`src/radio_core_consts.vh`:
```
// Register map, field positions and reset values of the radio core control block
`ifndef RADIO_CORE_CONSTS_VH
`define RADIO_CORE_CONSTS_VH

`define ADDR_W 32
`define OFF_CONTROL 32'h40000200
`define OFF_XMEM_BASE 32'h40000208
`define OFF_IRQ_STATUS 32'h40000240
`define OFF_IRQ_MASK 32'h40000244

`define BIT_PERMIT 8
`define BIT_EDGE 7
`define BIT_CLKSRC 6
`define BIT_DIAG_OVR 3
`define BIT_FMASK 2
`define BIT_FCLEAR 1
`define BIT_FFLAG 0
`define BIT_DEEP_SLEEP 31

`define BASE_HI 16
`define BASE_LO 10
`define BASE_W 7
`define BASE_RST 7'h00
`define FMASK_RST 1'b1

`define IRQ_W 3
`define IRQ_FAULT 0
`define IRQ_PERMIT 1
`define IRQ_WAKE 2

`define PAGE_W 8
`define SLEEP_LP_EDGES 3'h3
`define DIAG_W 8
`define DIAG_OVR_VAL 8'h00

`endif

```
`src/radio_core_ctrl_status.v`:
```
// Control and status register bank of the radio link-layer core
//
// Operation
// - Deep-sleep request runs slow-clock power-down sequence
// - Permit drops when sleep-exit interrupt fires
// - Permit active high, read-only status bit
// - Slow-clock rising edge sets edge flag
// - Software writing zero clears edge flag
// - No edge flag while slow timer reset
// - Clock-source bit: 0 slow, 1 master
// - Override bit overrules diagnostic port output
// - Fault mask resets one, gates interrupt
// - Error interrupt level while flag and mask
// - Writing one to clear bit clears flag
// - Clear bit ignores zero, reads zero
// - Unmapped page access sets fault flag
// - Fault flag read-only, cleared only by clear
// - Base register field holds bits 16:10
//
// The address-and-strobe port was left to the implementer.
`timescale 1ns/1ps
`include "radio_core_consts.vh"

module radio_core_ctrl_status (
    input wire CLK_IN,
    input wire NRST_IN,
    input wire [31:0] ADDR_IN,
    input wire [31:0] WDATA_IN,
    input wire WR_IN,
    input wire RD_IN,
    output reg [31:0] RDATA_OUT,
    input wire SLOW_CLK_IN,
    input wire SLOW_TIMER_RESET_IN,
    input wire MASTER_CLK_ACTIVE_IN,
    input wire SLEEP_EXIT_IRQ_IN,
    input wire XMEM_ACCESS_IN,
    input wire [7:0] XMEM_PAGE_IN,
    input wire [7:0] XMEM_PAGE_MAP_IN,
    input wire [7:0] DIAG_PORT_IN,
    output reg [7:0] DIAG_PORT_OUT,
    output reg RADIO_POWERDOWN_PERMIT_OUT,
    output reg [16:0] XMEM_BASE_ADDR_OUT,
    output reg CORE_ERROR_IRQ_OUT,
    output reg IRQ_OUT
);

    ////////////////////////////////////////////////////////////////////////
    // Synchronisers; first stages feed only second stages
    reg [2:0] slow_sync;
    reg [1:0] trst_sync;
    reg [1:0] src_sync;
    reg [1:0] wake_sync;
    reg wake_prev;

    // Slow clock sampled as data; third stage keeps the edge history
    always @(posedge CLK_IN or negedge NRST_IN) begin
        if (!NRST_IN) begin
            slow_sync <= 3'h0;
        end else begin
            slow_sync <= {slow_sync[1:0], SLOW_CLK_IN};
        end
    end

    // Resets to held, so no edge flag before the sync settles
    always @(posedge CLK_IN or negedge NRST_IN) begin
        if (!NRST_IN) begin
            trst_sync <= 2'h3;
        end else begin
            trst_sync <= {trst_sync[0], SLOW_TIMER_RESET_IN};
        end
    end

    // Clock-source level, read back only
    always @(posedge CLK_IN or negedge NRST_IN) begin
        if (!NRST_IN) begin
            src_sync <= 2'h0;
        end else begin
            src_sync <= {src_sync[0], MASTER_CLK_ACTIVE_IN};
        end
    end

    // Sleep-exit history; idle level low, so no edge after reset
    always @(posedge CLK_IN or negedge NRST_IN) begin
        if (!NRST_IN) begin
            wake_sync <= 2'h0;
            wake_prev <= 1'b0;
        end else begin
            wake_sync <= {wake_sync[0], SLEEP_EXIT_IRQ_IN};
            wake_prev <= wake_sync[1];
        end
    end

    wire slow_rise = slow_sync[1] & ~slow_sync[2];
    wire timer_in_reset = trst_sync[1];
    wire wake_rise = wake_sync[1] & ~wake_prev;

    ////////////////////////////////////////////////////////////////////////
    // Bus decode
    function sel;
        input [31:0] a;
        input [31:0] off;
        begin
            sel = (a == off);
        end
    endfunction

    wire wr_ctrl = WR_IN & sel(ADDR_IN, `OFF_CONTROL);
    wire wr_base = WR_IN & sel(ADDR_IN, `OFF_XMEM_BASE);
    wire wr_mask = WR_IN & sel(ADDR_IN, `OFF_IRQ_MASK);
    wire rd_stat = RD_IN & sel(ADDR_IN, `OFF_IRQ_STATUS);

    ////////////////////////////////////////////////////////////////////////
    // Sleep sequence: counts slow-clock edges after the request
    localparam ST_IDLE = 3'b001;
    localparam ST_WAIT = 3'b010;
    localparam ST_DOWN = 3'b100;

    reg [2:0] state;
    reg [2:0] next_state;
    reg [2:0] lp_count;
    reg deep_sleep;
    reg permit;

    always @* begin
        next_state = state;
        case (state)
            ST_IDLE: begin
                if (deep_sleep)
                    next_state = ST_WAIT;
            end
            ST_WAIT: begin
                if (wake_rise)
                    next_state = ST_IDLE;
                else if (slow_rise && lp_count == `SLEEP_LP_EDGES - 3'h1)
                    next_state = ST_DOWN;
            end
            ST_DOWN: begin
                if (wake_rise)
                    next_state = ST_IDLE;
            end
            default: next_state = ST_IDLE;
        endcase
    end

    always @(posedge CLK_IN or negedge NRST_IN) begin
        if (!NRST_IN) begin
            state <= ST_IDLE;
        end else begin
            state <= next_state;
        end
    end

    // request starts the slow-clock sequence
    // A write racing the wake edge wins, so software can re-arm
    always @(posedge CLK_IN or negedge NRST_IN) begin
        if (!NRST_IN) begin
            deep_sleep <= 1'b0;
        end else if (wr_ctrl) begin
            deep_sleep <= WDATA_IN[`BIT_DEEP_SLEEP];
        end else if (wake_rise) begin
            deep_sleep <= 1'b0;
        end
    end

    // Counts only in the wait state, so an abort restarts it
    always @(posedge CLK_IN or negedge NRST_IN) begin
        if (!NRST_IN) begin
            lp_count <= 3'h0;
        end else if (state != ST_WAIT) begin
            lp_count <= 3'h0;
        end else if (slow_rise) begin
            lp_count <= lp_count + 3'h1;
        end
    end

    always @(posedge CLK_IN or negedge NRST_IN) begin
        if (!NRST_IN) begin
            permit <= 1'b0;
        end else begin
            permit <= (next_state == ST_DOWN);
        end
    end

    ////////////////////////////////////////////////////////////////////////
    // Control bits and fault logic
    reg edge_flag;
    reg diag_ovr;
    reg fmask;
    reg fflag;
    reg [`BASE_W-1:0] base_field;
    reg [`IRQ_W-1:0] irq_stat;
    reg [`IRQ_W-1:0] irq_mask;

    wire fault_hit = XMEM_ACCESS_IN & (XMEM_PAGE_IN > XMEM_PAGE_MAP_IN);
    wire permit_rise = (next_state == ST_DOWN) & ~permit;
    wire [`IRQ_W-1:0] events = {wake_rise, permit_rise, fault_hit};

    // set on edge, set wins over clear
    always @(posedge CLK_IN or negedge NRST_IN) begin
        if (!NRST_IN) begin
            edge_flag <= 1'b0;
        end else if (slow_rise && !timer_in_reset) begin
            edge_flag <= 1'b1;
        end else if (wr_ctrl && !WDATA_IN[`BIT_EDGE]) begin
            edge_flag <= 1'b0;
        end
    end

    // Plain read-write control bits
    always @(posedge CLK_IN or negedge NRST_IN) begin
        if (!NRST_IN) begin
            diag_ovr <= 1'b0;
            fmask <= `FMASK_RST;
        end else if (wr_ctrl) begin
            diag_ovr <= WDATA_IN[`BIT_DIAG_OVR];
            fmask <= WDATA_IN[`BIT_FMASK];
        end
    end

    // hardware set wins, only clear bit clears
    always @(posedge CLK_IN or negedge NRST_IN) begin
        if (!NRST_IN) begin
            fflag <= 1'b0;
        end else if (fault_hit) begin
            fflag <= 1'b1;
        end else if (wr_ctrl && WDATA_IN[`BIT_FCLEAR]) begin
            fflag <= 1'b0;
        end
    end

    always @(posedge CLK_IN or negedge NRST_IN) begin
        if (!NRST_IN) begin
            base_field <= `BASE_RST;
        end else if (wr_base) begin
            base_field <= WDATA_IN[`BASE_HI:`BASE_LO];
        end
    end

    // Sticky status, read clears; a simultaneous event is kept
    genvar gi;
    generate
        for (gi = 0; gi < `IRQ_W; gi = gi + 1) begin : g_irq
            always @(posedge CLK_IN or negedge NRST_IN) begin
                if (!NRST_IN) begin
                    irq_stat[gi] <= 1'b0;
                    irq_mask[gi] <= 1'b0;
                end else begin
                    if (events[gi])
                        irq_stat[gi] <= 1'b1;
                    else if (rd_stat)
                        irq_stat[gi] <= 1'b0;
                    if (wr_mask)
                        irq_mask[gi] <= WDATA_IN[gi];
                end
            end
        end
    endgenerate

    ////////////////////////////////////////////////////////////////////////
    // Read data and registered outputs
    reg [31:0] rd_word;

    always @* begin
        rd_word = 32'h00000000;
        if (sel(ADDR_IN, `OFF_CONTROL)) begin
            rd_word[`BIT_DEEP_SLEEP] = deep_sleep;
            rd_word[`BIT_PERMIT] = permit;
            rd_word[`BIT_EDGE] = edge_flag;
            // 1 master clock, 0 slow clock
            rd_word[`BIT_CLKSRC] = src_sync[1];
            rd_word[`BIT_DIAG_OVR] = diag_ovr;
            rd_word[`BIT_FMASK] = fmask;
            rd_word[`BIT_FCLEAR] = 1'b0;
            rd_word[`BIT_FFLAG] = fflag;
        end else if (sel(ADDR_IN, `OFF_XMEM_BASE)) begin
            rd_word[`BASE_HI:`BASE_LO] = base_field;
        end else if (sel(ADDR_IN, `OFF_IRQ_STATUS)) begin
            rd_word[`IRQ_W-1:0] = irq_stat;
        end else if (sel(ADDR_IN, `OFF_IRQ_MASK)) begin
            rd_word[`IRQ_W-1:0] = irq_mask;
        end
    end

    // Unmapped reads and idle cycles return zero
    always @(posedge CLK_IN or negedge NRST_IN) begin
        if (!NRST_IN) begin
            RDATA_OUT <= 32'h00000000;
        end else begin
            RDATA_OUT <= RD_IN ? rd_word : 32'h00000000;
        end
    end

    always @(posedge CLK_IN or negedge NRST_IN) begin
        if (!NRST_IN) begin
            DIAG_PORT_OUT <= 8'h00;
        end else begin
            DIAG_PORT_OUT <= diag_ovr ? `DIAG_OVR_VAL : DIAG_PORT_IN;
        end
    end

    always @(posedge CLK_IN or negedge NRST_IN) begin
        if (!NRST_IN) begin
            RADIO_POWERDOWN_PERMIT_OUT <= 1'b0;
        end else begin
            RADIO_POWERDOWN_PERMIT_OUT <= (next_state == ST_DOWN);
        end
    end

    // field at bits 16:10, rest zero
    always @(posedge CLK_IN or negedge NRST_IN) begin
        if (!NRST_IN) begin
            XMEM_BASE_ADDR_OUT <= 17'h00000;
        end else begin
            XMEM_BASE_ADDR_OUT <= {base_field, 10'h000};
        end
    end

    // level while flag and mask set
    // Fault term ORed in so the pin rises with the flag, not after
    always @(posedge CLK_IN or negedge NRST_IN) begin
        if (!NRST_IN) begin
            CORE_ERROR_IRQ_OUT <= 1'b0;
        end else begin
            CORE_ERROR_IRQ_OUT <= (fflag | fault_hit) & fmask;
        end
    end

    // Events ORed in so the pin rises with the sticky bit
    always @(posedge CLK_IN or negedge NRST_IN) begin
        if (!NRST_IN) begin
            IRQ_OUT <= 1'b0;
        end else begin
            IRQ_OUT <= |(irq_stat & irq_mask) | |(events & irq_mask);
        end
    end

endmodule

```
`config.mk`:
```
export PLATFORM = sky130hd
export DESIGN_NAME = radio_core_ctrl_status
export DESIGN_NICKNAME = d
export VERILOG_FILES = /design/src/radio_core_ctrl_status.v
export VERILOG_INCLUDE_DIRS = /design/src
export SDC_FILE = /design/constraint.sdc
export NUM_CORES = 1
export LEC_CHECK = 0
export BUFFER_PORTS_ARGS = -buffer_cell sky130_fd_sc_hd__buf_2
export CORE_MARGIN = 2
export CORE_UTILIZATION = 45
export DETAILED_ROUTE_END_ITERATION = 12
export PLACE_DENSITY_LB_ADDON = 0.3
export SLEW_MARGIN = 20
export SYNTH_ARGS = -nofsm -noshare
export SYNTH_HDL_FRONTEND = slang
export SYNTH_SLANG_ARGS = --single-unit
```
`constraint.sdc`:
```
create_clock -name CLK_IN -period 1.6 [get_ports CLK_IN]
set_input_delay 0.32 -clock CLK_IN [delete_from_list [all_inputs] [get_ports CLK_IN]]
set_output_delay 0.32 -clock CLK_IN [all_outputs]
set_load 0.03 [all_outputs]
```
After elaboration in Yosys (flattened, before gate mapping). Index checks and enable logic that the tools add are counted.

Register bits after elaboration: 84. Input port bits: 97. Output and inout bits: 60. Word-level logic and storage cells: 96.

Add/sub/neg operators: 1. Magnitude comparators: 1. Equal/unequal tests: 10. Multiplexer cells: 28. Bitwise logic cells: 16. Reductions and logical operators: 15.

Operators with widths (count): equality test 32 x 31 -> 1 bit, second input constant (4); two-way mux 3 bit (11); two-way mux 32 bit (1); two-way mux 7 bit (2); nonzero test 2 bit (7); two-way mux 1 bit (12); AND 1 bit (9); case mux 3 bit (3 select lines) (1); > comparator 8 bit (1); two-way mux 8 bit (1); AND 3 bit (2); equality test 3 x 2 -> 1 bit, second input constant (2); equality test 3 bit, second input constant (2); OR reduction 3 bit (2); logical AND 1 bit (4); adder 3 x 1 -> 3 bit, second input constant (1); equality test 3 x 1 -> 1 bit, second input constant (1); inequality test 3 x 2 -> 1 bit, second input constant (1); inverter 1 bit (3); zero test 1 bit (2); bitwise OR 1 bit (2).

Depth between registers and ports, before layout.
Depth in word-level cells: 11. Depth in mapped cells: 7. Gate-level depth less buffers: 7.

Least setup slack after synthesis. Ideal clock, no wire load.

Path type: input to register. Start: input ADDR_IN[18]. End: register irq_mask[0]. Library setup time: 0.125 ns. Arrival time: 1.756 ns. Required time: 1.475 ns. Slack: -0.281 ns. Cell stages on the path: 4. Path buffers: 0. Cell sequence: or4_4 > nor4_4 > and4_4 > mux2_4.

Longest elaborated chain between the ends: 2.

Ends and longest elaborated chain: start: declaration (RTL line radio_core_ctrl_status.v:27) `input wire [31:0] ADDR_IN,`; equality test 32 x 31 -> 1 bit (RTL line radio_core_ctrl_status.v:103) `sel = (a == off);`; AND 1 bit (RTL line radio_core_ctrl_status.v:109) `` wire wr_mask = WR_IN & sel(ADDR_IN, `OFF_IRQ_MASK); ``; end signal: indexed assignment (RTL line radio_core_ctrl_status.v:253) `irq_mask[gi] <= WDATA_IN[gi];`; end: declaration (RTL line radio_core_ctrl_status.v:192) `` reg [`IRQ_W-1:0] irq_mask; ``.

Every way passes these cells. A chain may end at the register's enable or synchronous reset.

Final worst setup path.
Start: input ADDR_IN[20]. End: register irq_mask[0].

Same word-level chain as after synthesis.

==> flow_metrics.env <==
export IMPL_status="finished clean"
export IMPL_num_antenna_cells=0
export IMPL_numPlacedInstances=432
export IMPL_worst_slack_ns=0.01157
export IMPL_final_cell_area_sq_mm=0.004005
export IMPL_drc=0
export IMPL_hold_path_depth=1
export IMPL_critPathKind="input pin to flop"
export IMPL_clock_sinks=67
export IMPL_htree_levels=3
export IMPL_worstSetupEndpointType="flop"
export IMPL_leakage_nw=2.122
export IMPL_clkSlewWorstSetupHoldPaths_ns=0.08
export IMPL_p_total_mw=3.504
export IMPL_fp_row_count=29
export IMPL_seq_area_sq_mm=0.001682
export IMPL_die_y_um=84.96
export IMPL_dp_hpwl_um=4378
export IMPL_synth_avg_cell_area_sq_um=12.60
export IMPL_io_pins=157
export IMPL_hold_end="trst_sync[0]$_DFF_PN1_"
export IMPL_syn_area_sq_mm=0.002949
export IMPL_r2r_start="lp_count[0]$_DFFE_PN0P_"
export IMPL_instances_no_fill=453
export IMPL_cp_required_ns=1.82
export IMPL_slew_viol_final=0
export IMPL_start_util_pct=46.44
export IMPL_ant_nets=0
export IMPL_worst_path_max_fanout=3
export IMPL_synth_xor_area_share_pct=0.5940
export IMPL_critPathArrivalTime_ns=1.81
export IMPL_fin_skew_ns=0.01035
export IMPL_io_buffers=110
export IMPL_ys_flop_type="dfrtp_1"
export IMPL_synth_warnings=0
export IMPL_worstHoldPathType="input pin to flop"
export IMPL_clock_latency_ns=0.33
export IMPL_grt_pass1_vias=2015
export IMPL_wl_um=5768
export IMPL_post_route_cells_drive_above_1_share_pct=48.67
export IMPL_period_minus_slack_ns=1.588
export IMPL_avgViaCountPerCell=4.706
export IMPL_synth_seq_area_share_pct=57.02
export IMPL_synthTopCellsByCount="dfrtp_1 (63), buf_4 (27), nor2b_1 (14)"
export IMPL_min_period_over_period_pct=99.28
export IMPL_drtIter0Drc=64
export IMPL_synthArstFlopShare_pct=100.0
export IMPL_synth_top_area_share_pct=53.46
export IMPL_dpl_instance_area_sq_mm=0.003722
export IMPL_reg2reg_depth=7
export IMPL_die_w_um=84.96
export IMPL_maxCapViolCount=0
export IMPL_clockBufferDepth=2
export IMPL_multi_input_area_sq_mm=0.001247
export IMPL_synth_top_family_by_area="simple AND/OR/NAND/NOR gates"
export IMPL_rsz0062_at_grt="true"
export IMPL_yosys_area_share_simple_pct=17.39
export IMPL_syn_to_final_growth_pct=35.81
export IMPL_grt_pass1_wl_um=9183
export IMPL_gr_total_overflow=0
export IMPL_place_gp_congestion=0.7795
export IMPL_yosys_cell_types_count=48
export IMPL_grt_max_degree=68
export IMPL_fill_cells=494
export IMPL_vias=2132
export IMPL_synth_adder_area_share_pct=4.243
export IMPL_first_pass_iters=4
export IMPL_synthMuxAreaShare_pct=5.812
export IMPL_hold_ws_ns=0.07580
export IMPL_synth_most_common_cell="dfrtp_1"
export IMPL_antenna_found_initial=0
export IMPL_synth_edf_count=0
export IMPL_place_ws_ns=-0.3936
export IMPL_nets=478
export IMPL_hp_start="SLOW_TIMER_RESET_IN"
export IMPL_regToRegEndpoint="IRQ_OUT$_DFF_PN0_"
export IMPL_clockRootBuffer="clkbuf_8"
export IMPL_worstSetupStartpointType="input pin"
export IMPL_grt_use_total_pct=16.09
export IMPL_irDropWorstVdd_mv=0.7917
export IMPL_synth_seq_cells=67
export IMPL_synth_compound_area_share_pct=6.406
export IMPL_fmax_mhz=629.6
export IMPL_syn_inst=234
export IMPL_synth_top_cell_by_area="dfrtp_1"
export IMPL_synth_area_leaders="dfrtp_1 (53%), buf_4 (6.9%), ha_1 (4.2%)"
export IMPL_die_area_sq_mm=0.007217
export IMPL_r2r_setup_slack_ns=0.07
export IMPL_cts_tree="built"
export IMPL_core_area_sq_mm=0.006350
export IMPL_wl_per_cell_um=12.73
export IMPL_setup_viol=0
export IMPL_powerDensity_mw_per_mm2=875.0
export IMPL_hold_viol_final=0
export IMPL_cts_buffers=9
[cells by family after synthesis]
family | Yosys count
flops | 67
fa+ha+maj | 10
simple gates | 74
mux | 14
xor+xnor | 2
other cells | 1
buf+inv | 37
compound gates | 29
[cells in the final DEF, fill, tap and decap left out, drive strengths merged, types with 2 or more instances in the layout]
| cell type | count |
|---|---|
| buf | 127 |
| dfrtp | 63 |
| conb | 27 |
| nor2b | 14 |
| mux2 | 13 |
| and2 | 12 |
| nor2 | 10 |
| a21oi | 10 |
| ha | 10 |
| inv | 10 |
| clkbuf | 9 |
| nor4 | 6 |
| nand2 | 6 |
| o21ai | 5 |
| a21o | 5 |
| nand4 | 5 |
| dfstp | 4 |
| clkinv | 4 |
| o21a | 3 |
| and4 | 3 |
| nand3 | 3 |
| nor4b | 2 |
| and3 | 2 |
| o2bb2ai | 2 |
| nand3b | 2 |
[power by group]
group / switching (mW) / leakage [nW] / total (mW) / internal (mW)
sequential: 0.00710 / 0.864 / 1.72 / 1.72
clock: 0.665 / 0.0998 / 1.39 / 0.729
combinational: 0.240 / 1.16 / 0.385 / 0.145
total: 0.913 / 2.12 / 3.50 / 2.59
[routing by layer]
metal  GRT usage (%)  part of all wire (%)  wire length, um  up-vias
met1           20.41                    44             2521      993
li1                -                     -                -     1038
met3           5.934                   8.2              472        4
met5               0                     0                0        -
met2           25.92                    47             2712       97
met4           4.762                   1.1               61        0
[sequential cells by signal, indices dropped and copies added, names as in the netlist, 2 cells and up]
name / count
lp_count: 3
irq_stat: 3
trst_sync: 2
state: 3
slow_sync: 3
src_sync: 2
base_field: 7
RDATA_OUT: 15
irq_mask: 3
wake_sync: 2
DIAG_PORT_OUT: 8
XMEM_BASE_ADDR_OUT: 7
[repair_timing]
item	CTS	global route
hold buffers	1	0
buffers inserted	1	3
pin swaps	5	2
resized for setup	3	6
hold endpoints to repair	6	0
setup endpoints to repair	5	7
[area by class of cell]
| cell class | count | area share [%] |
|---|---|---|
| multi-input combinational | 156 | 31.15 |
| timing repair buffer | 128 | 18.28 |
| clock buffer | 9 | 3.093 |
| clock inverter | 7 | 1.937 |
| sequential | 67 | 41.99 |
| tap | 77 | 2.405 |
| inverter | 9 | 1.156 |
[per-stage QoR]
stage | setup TNS [ns] | util (%)
after global placement | -5.913 | 58.62
after global routing | -0.1408 | 63.07
after detailed placement | -6.368 | 58.62
final | 0 | 63.07
after CTS | -0.01940 | 62.29
after floorplan | -1.641 | -
[how the worst max path moves through the flow]
stage	slack, ns	startpoint	to
finish	0.01	ADDR_IN[20]	irq_mask[0]$_DFFE_PN0P_
global route	-0.05	lp_count[0]$_DFFE_PN0P_	IRQ_OUT$_DFF_PN0_
CTS	-0.01	ADDR_IN[23]	irq_mask[0]$_DFFE_PN0P_
detailed placement	-0.39	ADDR_IN[8]	irq_mask[0]$_DFFE_PN0P_
global placement	-0.37	ADDR_IN[8]	irq_mask[1]$_DFFE_PN0P_
floorplan	-0.18	ADDR_IN[8]	irq_mask[0]$_DFFE_PN0P_
[critical path, stage by stage]
cell    delay (ns)
buf_6         0.09
or4_4         0.54
nor4_4        0.26
and4_4        0.30
mux2_4        0.30
Power figures use the tool's default switching activity.
